File: config.mk
export PLATFORM = sky130hd
export DESIGN_NAME = udsb_top
export DESIGN_NICKNAME = d
export VERILOG_FILES = /design/src/rtl/udsb_pkg.sv /design/src/rtl/udsb_top.sv
export SDC_FILE = /design/constraint.sdc
export NUM_CORES = 1
export LEC_CHECK = 0
export BUFFER_PORTS_ARGS = -buffer_cell sky130_fd_sc_hd__buf_2
export CAP_MARGIN = 10
export CORE_MARGIN = 5
export CORE_UTILIZATION = 40
export CTS_BUF_LIST = sky130_fd_sc_hd__clkbuf_16
export DETAILED_ROUTE_END_ITERATION = 16
export PLACE_DENSITY_LB_ADDON = 0.05
export SLEW_MARGIN = 20
export SYNTH_ARGS = -nofsm -noshare
export SYNTH_HDL_FRONTEND = slang
export SYNTH_SLANG_ARGS = --single-unit
File: constraint.sdc
create_clock -name ref_clk -period 7.99 [get_ports ref_clk]
set_clock_uncertainty 0.05 [all_clocks]
set_input_delay 1.598 -clock ref_clk [delete_from_list [all_inputs] [get_ports ref_clk]]
set_output_delay 1.598 -clock ref_clk [all_outputs]
set_load 0.1 [all_outputs]
File: src/rtl/udsb_pkg.sv
// Purpose: shared constants and types for the uart dma/sleep/baud support
// Assumes: byte-wide register port, 10 MHz ref_clk
// Notes: offsets are register indices on the plain register port
package udsb_pkg;

    // register map
    localparam logic [3:0] ADDR_DIV_LOW   = 4'h0;
    localparam logic [3:0] ADDR_DIV_HIGH  = 4'h1;
    localparam logic [3:0] ADDR_FIFO_CTRL = 4'h2;
    localparam logic [3:0] ADDR_LINE_CTRL = 4'h3;
    localparam logic [3:0] ADDR_MODEM_CTRL = 4'h4;
    localparam logic [3:0] ADDR_INT_ENABLE = 4'h5;
    localparam logic [3:0] ADDR_ENH_FEAT  = 4'h6;
    localparam logic [3:0] ADDR_STATUS    = 4'h7;
    localparam logic [3:0] ADDR_TRIGGER   = 4'h8;
    localparam logic [3:0] ADDR_WORD_LEN  = 4'h9;

    // field positions
    localparam int FCR_FIFO_EN  = 0;
    localparam int FCR_DMA_MODE = 3;
    localparam int LCR_BREAK    = 6;
    localparam int MCR_PRESCALE = 7;
    localparam int IER_SLEEP    = 4;
    localparam int EFR_ENHANCED = 4;
    localparam int ST_ASLEEP    = 0;
    localparam int ST_RX_IDLE   = 1;
    localparam int ST_TX_READY  = 2;
    localparam int ST_RX_READY  = 3;
    localparam int ST_FIFO_ERR  = 7;

    // reset values
    localparam logic [7:0] RST_ZERO      = 8'h00;
    localparam logic [7:0] RST_LINE_CTRL = 8'h1D;
    localparam logic [3:0] RST_WORD_LEN  = 4'h8;
    localparam logic [5:0] RST_TRIGGER   = 6'h01;

    // timing
    localparam int PRESCALE_DIV  = 4;
    localparam int OVERSAMPLE    = 16;
    localparam int IDLE_MULT     = 4;
    localparam int IDLE_EXTRA    = 12;
    localparam int CLK_PERIOD_NS = 100;

    // status from the fifo/receiver core
    typedef struct packed {
        logic       tx_hold_empty;
        logic       tx_shift_empty;
        logic [6:0] tx_free;
        logic       tx_full;
        logic [6:0] rx_count;
        logic       rx_trigger_hit;
        logic       rx_timeout;
        logic       rx_entry_err;
        logic       other_int_pending;
    } udsb_core_st_t;

    typedef enum logic [1:0] {
        UDSB_AWAKE,
        UDSB_ASLEEP
    } udsb_pwr_t;

endpackage

File: src/rtl/udsb_top.sv
// Purpose: dma ready lines, sleep control, rx idle, break, baud generator
// Assumes: core fifo status arrives on ref_clk; rx and modem pins are async
// Notes: both dma ready outputs are active low
//
// Added by the designer: the address map and the plain strobed port.
`timescale 1ns/1ps

// Notes on behaviour
// dma mode 0 or 1 chosen by fifo control bit 3
// mode 0 or fifos disabled gives single character transfers
// single mode: tx ready active while holding buffer empty
// single mode: rx ready active while any character held
// block mode: tx ready on trigger free space, off when full
// block mode: rx ready on trigger or timeout, off on empty/error
// sleep allowed only with enhanced bit 4 and int enable bit 4
// sleep only when rx idle, tx and rx empty, no other interrupt
// asleep: internal and baud clock enables stop
// wake on rx change, modem pin change or tx fifo write
// host must not write divisor while asleep
// rx idle after line high four word lengths plus twelve bits
// receive line sampled at the middle of each bit
// line control bit 6 forces transmit output low
// baud divisor is sixteen bits, valid one to 65535
// modem control bit 7 inserts divide by four prescaler
// prescaler divides by one after reset
// baud output is sixteen times the baud rate
// divisor equals clock over prescale over sixteen times baud
// divisor low byte bits 7..0, high byte bits 15..8
// zero divisor generates no baud clock
// one baud tick drives both transmitter and receiver
// reset leaves divisor bytes unchanged
// fifo error bit set while any rx entry is erroneous
// reset drives rx ready high and tx ready low
// both dma ready outputs are active low
module udsb_top
    import udsb_pkg::*;
#(
    parameter int DIV_W = 16
) (
    // clock, reset, enable
    input  wire logic          ref_clk,
    input  wire logic          rst,
    input  wire logic          clk_en,
    // register port
    input  wire logic [3:0]    reg_addr,
    input  wire logic [7:0]    reg_wdata,
    input  wire logic          reg_wr,
    input  wire logic          reg_rd,
    output logic      [7:0]    reg_rdata,
    // core status and events
    input  wire udsb_core_st_t core_st,
    input  wire logic          tx_fifo_write,
    // serial pins
    input  wire logic          rx_pin,
    input  wire logic [3:0]    modem_pins,
    input  wire logic          tx_core,
    output logic               tx_pin,
    // dma requests, active low
    output logic               tx_dma_ready_n,
    output logic               rx_dma_ready_n,
    // clock enables to the core, and sleep status
    output logic               uart_clk_en,
    output logic               baud_tick,
    output logic               rx_sample,
    output logic               asleep
);

    typedef struct packed {
        logic [7:0]       div_lo;
        logic [7:0]       div_hi;
        logic [7:0]       fifo_ctrl;
        logic [7:0]       line_ctrl;
        logic [7:0]       modem_ctrl;
        logic [7:0]       int_enable;
        logic [7:0]       enh_feat;
        logic [5:0]       trigger;
        logic [3:0]       word_len;
        logic [7:0]       rdata;
        logic [1:0]       rx_sync;
        logic [1:0]       rx_seen;
        logic [7:0]       modem_s1;
        logic [3:0]       modem_seen;
        logic [1:0]       pre_cnt;
        logic [DIV_W-1:0] div_cnt;
        logic [3:0]       os_cnt;
        logic [6:0]       idle_bits;
        logic             rx_idle;
        logic             tx_rdy;
        logic             rx_rdy;
        logic             txd;
        udsb_pwr_t        pwr;
    } udsb_state_t;

    udsb_state_t st, next_st;

    logic [DIV_W-1:0] divisor;
    logic             pre_tick;
    logic             tick;
    logic             single_mode;
    logic             sleep_ok;
    logic             wake;
    logic [6:0]       idle_limit;
    logic             rx_now;
    logic [3:0]       modem_now;

    assign divisor     = {st.div_hi, st.div_lo};
    assign single_mode = !st.fifo_ctrl[FCR_DMA_MODE]
                       || !st.fifo_ctrl[FCR_FIFO_EN];
    assign rx_now      = st.rx_sync[1];
    assign modem_now   = st.modem_s1[7:4];
    assign idle_limit  = 7'(IDLE_MULT * st.word_len + IDLE_EXTRA);

    // prescaler stage ahead of the divisor
    assign pre_tick = st.modem_ctrl[MCR_PRESCALE]
                    ? (st.pre_cnt == 2'(PRESCALE_DIV - 1)) : 1'b1;
    assign tick = (st.pwr == UDSB_AWAKE) && clk_en && pre_tick
                && (divisor != '0) && (st.div_cnt == DIV_W'(1));

    assign sleep_ok = st.enh_feat[EFR_ENHANCED]
                    && st.int_enable[IER_SLEEP];
    assign wake = (rx_now != st.rx_seen[0])
                || (modem_now != st.modem_seen)
                || tx_fifo_write;

    function automatic logic [7:0] read_mux(input logic [3:0] a,
                                            input udsb_state_t s);
        logic [7:0] d;
        d = 8'h00;
        unique case (a)
            ADDR_DIV_LOW:    d = s.div_lo;
            ADDR_DIV_HIGH:   d = s.div_hi;
            ADDR_FIFO_CTRL:  d = s.fifo_ctrl;
            ADDR_LINE_CTRL:  d = s.line_ctrl;
            ADDR_MODEM_CTRL: d = s.modem_ctrl;
            ADDR_INT_ENABLE: d = s.int_enable;
            ADDR_ENH_FEAT:   d = s.enh_feat;
            ADDR_TRIGGER:    d = {2'b00, s.trigger};
            ADDR_WORD_LEN:   d = {4'h0, s.word_len};
            ADDR_STATUS: begin
                d[ST_ASLEEP]   = (s.pwr == UDSB_ASLEEP);
                d[ST_RX_IDLE]  = s.rx_idle;
                d[ST_TX_READY] = s.tx_rdy;
                d[ST_RX_READY] = s.rx_rdy;
                d[ST_FIFO_ERR] = core_st.rx_entry_err;
            end
            default:         d = 8'h00;
        endcase
        return d;
    endfunction

    always_comb begin
        next_st = st;
        if (clk_en) begin
            // pin synchronisers run whenever clk_en is high, awake or asleep, so wake can be seen
            next_st.rx_sync  = {st.rx_sync[0], rx_pin};
            next_st.modem_s1 = {st.modem_s1[3:0], modem_pins};
            next_st.rdata    = reg_rd ? read_mux(reg_addr, st) : st.rdata;

            if (reg_wr) begin
                unique case (reg_addr)
                    ADDR_DIV_LOW:    next_st.div_lo = reg_wdata;
                    ADDR_DIV_HIGH:   next_st.div_hi = reg_wdata;
                    ADDR_FIFO_CTRL:  next_st.fifo_ctrl = reg_wdata;
                    ADDR_LINE_CTRL:  next_st.line_ctrl = reg_wdata;
                    ADDR_MODEM_CTRL: next_st.modem_ctrl = reg_wdata;
                    ADDR_INT_ENABLE: next_st.int_enable = reg_wdata;
                    ADDR_ENH_FEAT:   next_st.enh_feat = reg_wdata;
                    ADDR_TRIGGER:    next_st.trigger = reg_wdata[5:0];
                    ADDR_WORD_LEN:   next_st.word_len = reg_wdata[3:0];
                    default:         next_st.rdata = st.rdata;
                endcase
            end

            unique case (st.pwr)
                UDSB_AWAKE: begin
                    // baud generator, stopped in sleep
                    next_st.pre_cnt = st.modem_ctrl[MCR_PRESCALE]
                                    ? st.pre_cnt + 2'd1 : 2'd0;
                    if (divisor == '0) begin
                        next_st.div_cnt = '0;
                    end else if (pre_tick) begin
                        next_st.div_cnt = (st.div_cnt <= DIV_W'(1))
                                        ? divisor : st.div_cnt - DIV_W'(1);
                    end
                    if (tick) begin
                        next_st.os_cnt = st.os_cnt + 4'd1;
                    end
                    // idle counting on mid-bit samples
                    if (tick && st.os_cnt == 4'd7) begin
                        if (!rx_now) begin
                            next_st.idle_bits = '0;
                            next_st.rx_idle   = 1'b0;
                        end else if (st.idle_bits >= idle_limit - 7'd1) begin
                            next_st.rx_idle = 1'b1;
                        end else begin
                            next_st.idle_bits = st.idle_bits + 7'd1;
                        end
                    end
                    // track pins while awake so sleep compares to entry
                    next_st.rx_seen    = {1'b0, rx_now};
                    next_st.modem_seen = modem_now;
                    if (sleep_ok && st.rx_idle && core_st.tx_hold_empty
                        && core_st.tx_shift_empty
                        && core_st.rx_count == '0
                        && !core_st.other_int_pending && !wake) begin
                        next_st.pwr = UDSB_ASLEEP;
                    end
                end
                UDSB_ASLEEP: begin
                    if (wake || !sleep_ok) begin
                        next_st.pwr = UDSB_AWAKE;
                    end
                end
            endcase

            // dma ready levels, held high-true internally
            if (single_mode) begin
                next_st.tx_rdy = core_st.tx_hold_empty;
                next_st.rx_rdy = core_st.rx_count != '0;
            end else begin
                if (core_st.tx_full) begin
                    next_st.tx_rdy = 1'b0;
                end else if (core_st.tx_free >= {1'b0, st.trigger}) begin
                    next_st.tx_rdy = 1'b1;
                end
                if (core_st.rx_count == '0 || core_st.rx_entry_err) begin
                    next_st.rx_rdy = 1'b0;
                end else if (core_st.rx_trigger_hit || core_st.rx_timeout) begin
                    next_st.rx_rdy = 1'b1;
                end
            end

            next_st.txd = st.line_ctrl[LCR_BREAK] ? 1'b0 : tx_core;
        end

        if (rst) begin
            // divisor bytes survive reset
            next_st            = '0;
            next_st.div_lo     = st.div_lo;
            next_st.div_hi     = st.div_hi;
            next_st.line_ctrl  = RST_LINE_CTRL;
            next_st.modem_ctrl = RST_ZERO;
            next_st.fifo_ctrl  = RST_ZERO;
            next_st.int_enable = RST_ZERO;
            next_st.enh_feat   = RST_ZERO;
            next_st.word_len   = RST_WORD_LEN;
            next_st.trigger    = RST_TRIGGER;
            next_st.rx_sync    = 2'b11;
            next_st.txd        = 1'b1;
            next_st.tx_rdy     = 1'b1;
            next_st.rx_rdy     = 1'b0;
            next_st.pwr        = UDSB_AWAKE;
        end
    end

    always_ff @(posedge ref_clk) begin
        st <= next_st;
    end

    assign reg_rdata      = st.rdata;
    assign tx_pin         = st.txd;
    assign tx_dma_ready_n = !st.tx_rdy;
    assign rx_dma_ready_n = !st.rx_rdy;
    assign asleep         = st.pwr == UDSB_ASLEEP;
    assign uart_clk_en    = clk_en && !asleep;
    assign baud_tick      = tick;
    assign rx_sample      = tick && st.os_cnt == 4'd7;

endmodule

Word-level counts from Yosys, hierarchy flattened --
Index checks and enable logic that the tools add are counted.
Operators by class: add/subtract/negate cells 6, multipliers 0, divide/modulo/power cells 0, magnitude comparators 3, equality and inequality tests 20, shifts and indexed selects 0, multiplexer cells 23, bitwise operators 1, reductions and logical operators 55
Operators with widths (count):
- $mux W16 | 3
- $pmux W4 S10 | 1
- $mux W8 | 4
- $reduce_and A3 Y1 | 10
- $pmux W3 S8 | 1
- $eq A4 B3 Y1 const B | 5
- $eq A16 B1 Y1 const B | 1
- $le A16 B1 Y1 const B | 1
- $logic_not A16 Y1 | 1
- $reduce_and A4 Y1 | 4
- $reduce_bool A16 Y1 | 1
- $sub A16 B1 Y16 const B | 1
- $logic_and A1 B1 Y1 | 13
- $reduce_or A9 Y1 | 1
- $eq A4 B2 Y1 const B | 2
- $eq A4 B4 Y1 const B | 2
- $logic_not A1 Y1 | 8
- $mux W2 | 4
- $pmux W1 S8 | 1
- $reduce_and A2 Y1 | 4
- $add A6 B4 Y7 const B | 1
- $add A7 B1 Y7 const B | 1
- $ge A7 B6 Y1 | 1
- $ge A7 B7 Y1 | 1
- 21 further kinds | 36
Word-level totals: flip-flop bits (word level) 124, bits in latches 0, memory bits (writable) 0, ROM bits 0, input port bits 45, output and inout port bits 15, logic and storage cells 131, memories kept 0

Logic depth before layout (Yosys ltp) --
depth in word-level cells 9, gate-level depth with buffers 9, gate-level depth less buffers 8

Worst setup path before layout --
Ideal clock, no wire load.
path kind input to output, from input clk_en, to output rx_sample, arrival 3.602 ns, required time 6.342 ns, path slack 2.740 ns, cell stages on the path 6, path buffers 2, cell sequence buf_2 nand2b_1 buf_2 nor2_1 nand4_1 nor2_1
On the way: longest elaborated chain between the ends 5
Ends and longest elaborated chain:
- from (decl) | RTL line udsb_top.sv:43 | input wire logic clk_en,
- $logic_and A1 B1 Y1 (2 in series) | RTL line udsb_top.sv:116 | assign tick = (st.pwr == UDSB_AWAKE) && clk_en && pre_tick
- $logic_and A1 B1 Y1 (2 in series) | RTL line udsb_top.sv:117 | && (divisor != '0) && (st.div_cnt == DIV_W'(1));
- $logic_and A1 B1 Y1 | RTL line udsb_top.sv:267 | assign rx_sample = tick && st.os_cnt == 4'd7;
- to (decl) | RTL line udsb_top.sv:64 | output logic rx_sample,
Every way passes these cells.

Worst setup path after layout --
from input clk_en, to output baud_tick
On the way: longest elaborated chain between the ends 4
Ends and longest elaborated chain:
- $logic_and A1 B1 Y1 (2 in series) | RTL line udsb_top.sv:116
- $logic_and A1 B1 Y1 (2 in series) | RTL line udsb_top.sv:117
- to (decl) | RTL line udsb_top.sv:63 | output logic baud_tick,
Every way passes these cells.

==> metrics.log <==
[metrics] endpoints failing setup: 0
[metrics] Area growth, synth to finish: 14.87%
[metrics] largest cells by area after synthesis: sky130_fd_sc_hd__dfxtp_1 (34%), sky130_fd_sc_hd__mux2i_1 (11%), sky130_fd_sc_hd__edfxtp_1 (7.6%), sky130_fd_sc_hd__nor2_1 (4.9%), sky130_fd_sc_hd__ha_1 (3.4%)
[metrics] flip-flop cell with the highest count after synthesis: sky130_fd_sc_hd__dfxtp_1
[metrics] core box area: 15710 um^2
[metrics] dominant cell type by area after synthesis: sky130_fd_sc_hd__dfxtp_1
[metrics] antenna diode instance count: 0
[metrics] Max Transition Viols Final: 0
[metrics] ratio of cells with drive above 1 in the final layout: 14.46%
[metrics] antenna violations before repair: 0
[metrics] clock buffer count from CTS: 17
[metrics] sequential element share of the synthesized area: 41.34%
[metrics] post-synth design cell area: between 6000 and 7000 um^2
[metrics] grt total ovfl: 0
[metrics] total negative slack: 0 ps
[metrics] 1st-pass router iterations: 5
[metrics] post-route clock period utilization: 65.95%
[metrics] Port Buffer Count: 59
[metrics] Max Clk Rate: 189.8 MHz
[metrics] vias per std cell: 5.666
[metrics] synthesis-stage register bit count: 123
[metrics] Worst-Margin Slew: 989.0 ps
[metrics] count of boundary I/O pins: 60
[metrics] clock latency of the later-clocked register in the worst-skew pair: 420 ps
[metrics] post-route total power: a little over 2 mW
[metrics] count of hold-fix buffers inserted at cts: 0
[metrics] worst slew slack as a fraction of its limit: 33.71%
[metrics] post-synth cell types: 63
[metrics] gp weighted congestion: 0.8660
[metrics] Max Cap Violations: 0
[metrics] total nets after synthesis: 763
[metrics] NumNets Final: between 700 and 800
[metrics] setup repair after global routing missed its margin: no
[metrics] Die H: between 100 and 150 um
[metrics] drt first-iter violations: between 500 and 600
[metrics] Initial Util: 40.37%
[metrics] deepest clock path buffer count: 2
[metrics] total DRC errors in the routed layout: 0
[metrics] commonest cells after routing, fill and taps aside: sky130_fd_sc_hd__dfxtp_1 (107), sky130_fd_sc_hd__nor2_1 (81), sky130_fd_sc_hd__mux2i_1 (70)
[metrics] total number of H-tree levels: 4
[metrics] CP arrival: 3620 ps
[metrics] CTS clock-pin slew for the worst setup and hold paths: 60 ps
[metrics] cell leakage power: 2.895 nW
[metrics] TritonCTS clock tree: built
[metrics] number of placed instances with taps included: about 930
[metrics] number of nets still failing antenna checks after routing: 0
[metrics] post-synthesis cell count: between 700 and 800
[metrics] via count of the first global-routing pass: 5177
[metrics] result of the run: finished clean
[metrics] mean area per synthesized cell: 9.049 um^2
[metrics] classification of the worst setup path: in2out
[metrics] kind of capture point of the worst setup path: output port
[metrics] Die X-Extent: 135.9 um
[metrics] Tmin final: 5269 ps
[metrics] HP Class: reg2reg
[metrics] kind of start point of the critical path: input pin
[metrics] async set-or-reset flop fraction in the synthesized netlist: 0%
[metrics] area share of the largest cell type after synthesis: between 30% and 40%
[metrics] detailed-route wire length per cell: 18.75 um
[metrics] EDFF count, synth: 16
[metrics] Tot GR Track Use: roughly a fifth
[metrics] wire length of the first global-routing pass: about 28 mm
[metrics] Yosys warning total: 0
[metrics] most common cell after layout, fill and taps aside: sky130_fd_sc_hd__dfxtp_1
[metrics] final instance count without filler cells: approximately 960
[metrics] clock tree root driver cell: sky130_fd_sc_hd__clkbuf_16
[metrics] total routed wirelength: 18.05 mm
[metrics] worst endpoint required time: 6340 ps
[metrics] number of vias after detailed routing: about 5500
[metrics] Util after Layout: 46.38%
[metrics] total setup buffers inserted after CTS: 0
[metrics] Pwr Density: 284.6 nW/um^2
[metrics] clock sinks: between 100 and 150
[metrics] total count of hold-check failures in the final report: 0
[metrics] CTS resizes: 0
[metrics] HPWL after DPL: 12.79 mm
[metrics] pin count of the biggest net entering global routing: 87
[metrics] number of rows created at floorplan: 46
[metrics] worst vdd ir: roughly 0.16 mV
[metrics] overall die area: 18480 um^2
[metrics] maximum fanout count along the critical path: 26
power by group:
group / leakage [nW] / internal (mW) / total (mW) / switching [mW]
logic: 1.60 / 0.211 / 0.581 / 0.370
registers: 1.01 / 0.675 / 0.737 / 0.0619
clock network: 0.287 / 0.459 / 0.756 / 0.297
layer usage:
metal,wire length [um],global-route usage (%),vias to the layer above
met1,8460,26.44,2621
met3,740,4.737,26
li1,-,-,2658
met2,8391,31.47,151
met4,461,8.063,0
met5,0,0,-
critical path, stage by stage:
cell and delay (ps):
sky130_fd_sc_hd__buf_2 440, sky130_fd_sc_hd__nand2b_1 390, sky130_fd_sc_hd__nor2_1 290, sky130_fd_sc_hd__nand4_1 250
sky130_fd_sc_hd__inv_1 180, sky130_fd_sc_hd__buf_2 450
cells in the mapped netlist (5+ instances only):
master                        n
sky130_fd_sc_hd__a211o_1      8
sky130_fd_sc_hd__a211oi_1     9
sky130_fd_sc_hd__a21oi_1     41
sky130_fd_sc_hd__a221oi_1     7
sky130_fd_sc_hd__a22oi_1      9
sky130_fd_sc_hd__a31oi_1     10
sky130_fd_sc_hd__and2_1       5
sky130_fd_sc_hd__buf_2        7
sky130_fd_sc_hd__buf_4        9
sky130_fd_sc_hd__clkbuf_1    30
sky130_fd_sc_hd__dfxtp_1    107
sky130_fd_sc_hd__edfxtp_1    16
sky130_fd_sc_hd__ha_1        17
sky130_fd_sc_hd__inv_1       31
sky130_fd_sc_hd__mux2_2       5
sky130_fd_sc_hd__mux2i_1     70
sky130_fd_sc_hd__nand2_1     43
sky130_fd_sc_hd__nand2b_1     8
sky130_fd_sc_hd__nand3_1     13
sky130_fd_sc_hd__nand3b_1     7
sky130_fd_sc_hd__nand4_1     11
sky130_fd_sc_hd__nor2_1      82
sky130_fd_sc_hd__nor2b_1     17
sky130_fd_sc_hd__nor3_1      11
sky130_fd_sc_hd__nor4_1      16
sky130_fd_sc_hd__o211ai_1     8
sky130_fd_sc_hd__o21ai_0     18
sky130_fd_sc_hd__o2bb2ai_1    5
sky130_fd_sc_hd__o32ai_1     13
sky130_fd_sc_hd__or3_1        8
sky130_fd_sc_hd__or4_1        6
sky130_fd_sc_hd__xnor2_1      5
area by class of cell:
class | count | area [um^2]
tap | 216 | 270.3
sequential | 123 | 2623
fill | 1504 | 8426
multi-input combinational | 497 | 3369
timing repair buffer | 63 | 327.8
inverter | 32 | 120.1
clock inverter | 15 | 151.4
clock buffer | 17 | 425.4
per-stage QoR:
step	instance area [um^2]	hold WS, ps	worst slack, ps
global placement	6708	392.9	2740
detailed placement	6708	397.1	2691
CTS	7284	406.1	2694
floorplan	6344	382.3	2740
finish	7287	402.1	2721
global route	7287	423.2	2564
cells by family (layout without fill, tap and decap cells):
family	count (synthesis)	in the layout	synth area share [%]
simple gates	245	245	19.88
compound gates	153	153	16.94
flops	123	123	41.34
buf+inv	81	127	5.582
mux	75	75	11.93
fa+ha+maj	17	17	3.353
xor+xnor	7	7	0.9665
final timing paths:
path,slack (ps),to,from,cells after the start
worst max-delay path,2720,baud_tick,clk_en,6
worst min register to register,400,reg_rdata[7],reg_rdata[7],2
worst min-delay path,400,reg_rdata[7],reg_rdata[7],2
worst max register to register,5520,st[12],st[60],8
state kept, by name, indices dropped and copies added, names as in the netlist:
signal	count
st	93
divisor	16
reg_rdata	8
modem_now	4
rx_now	1
tx_pin	1
Power figures use the tool's default switching activity.
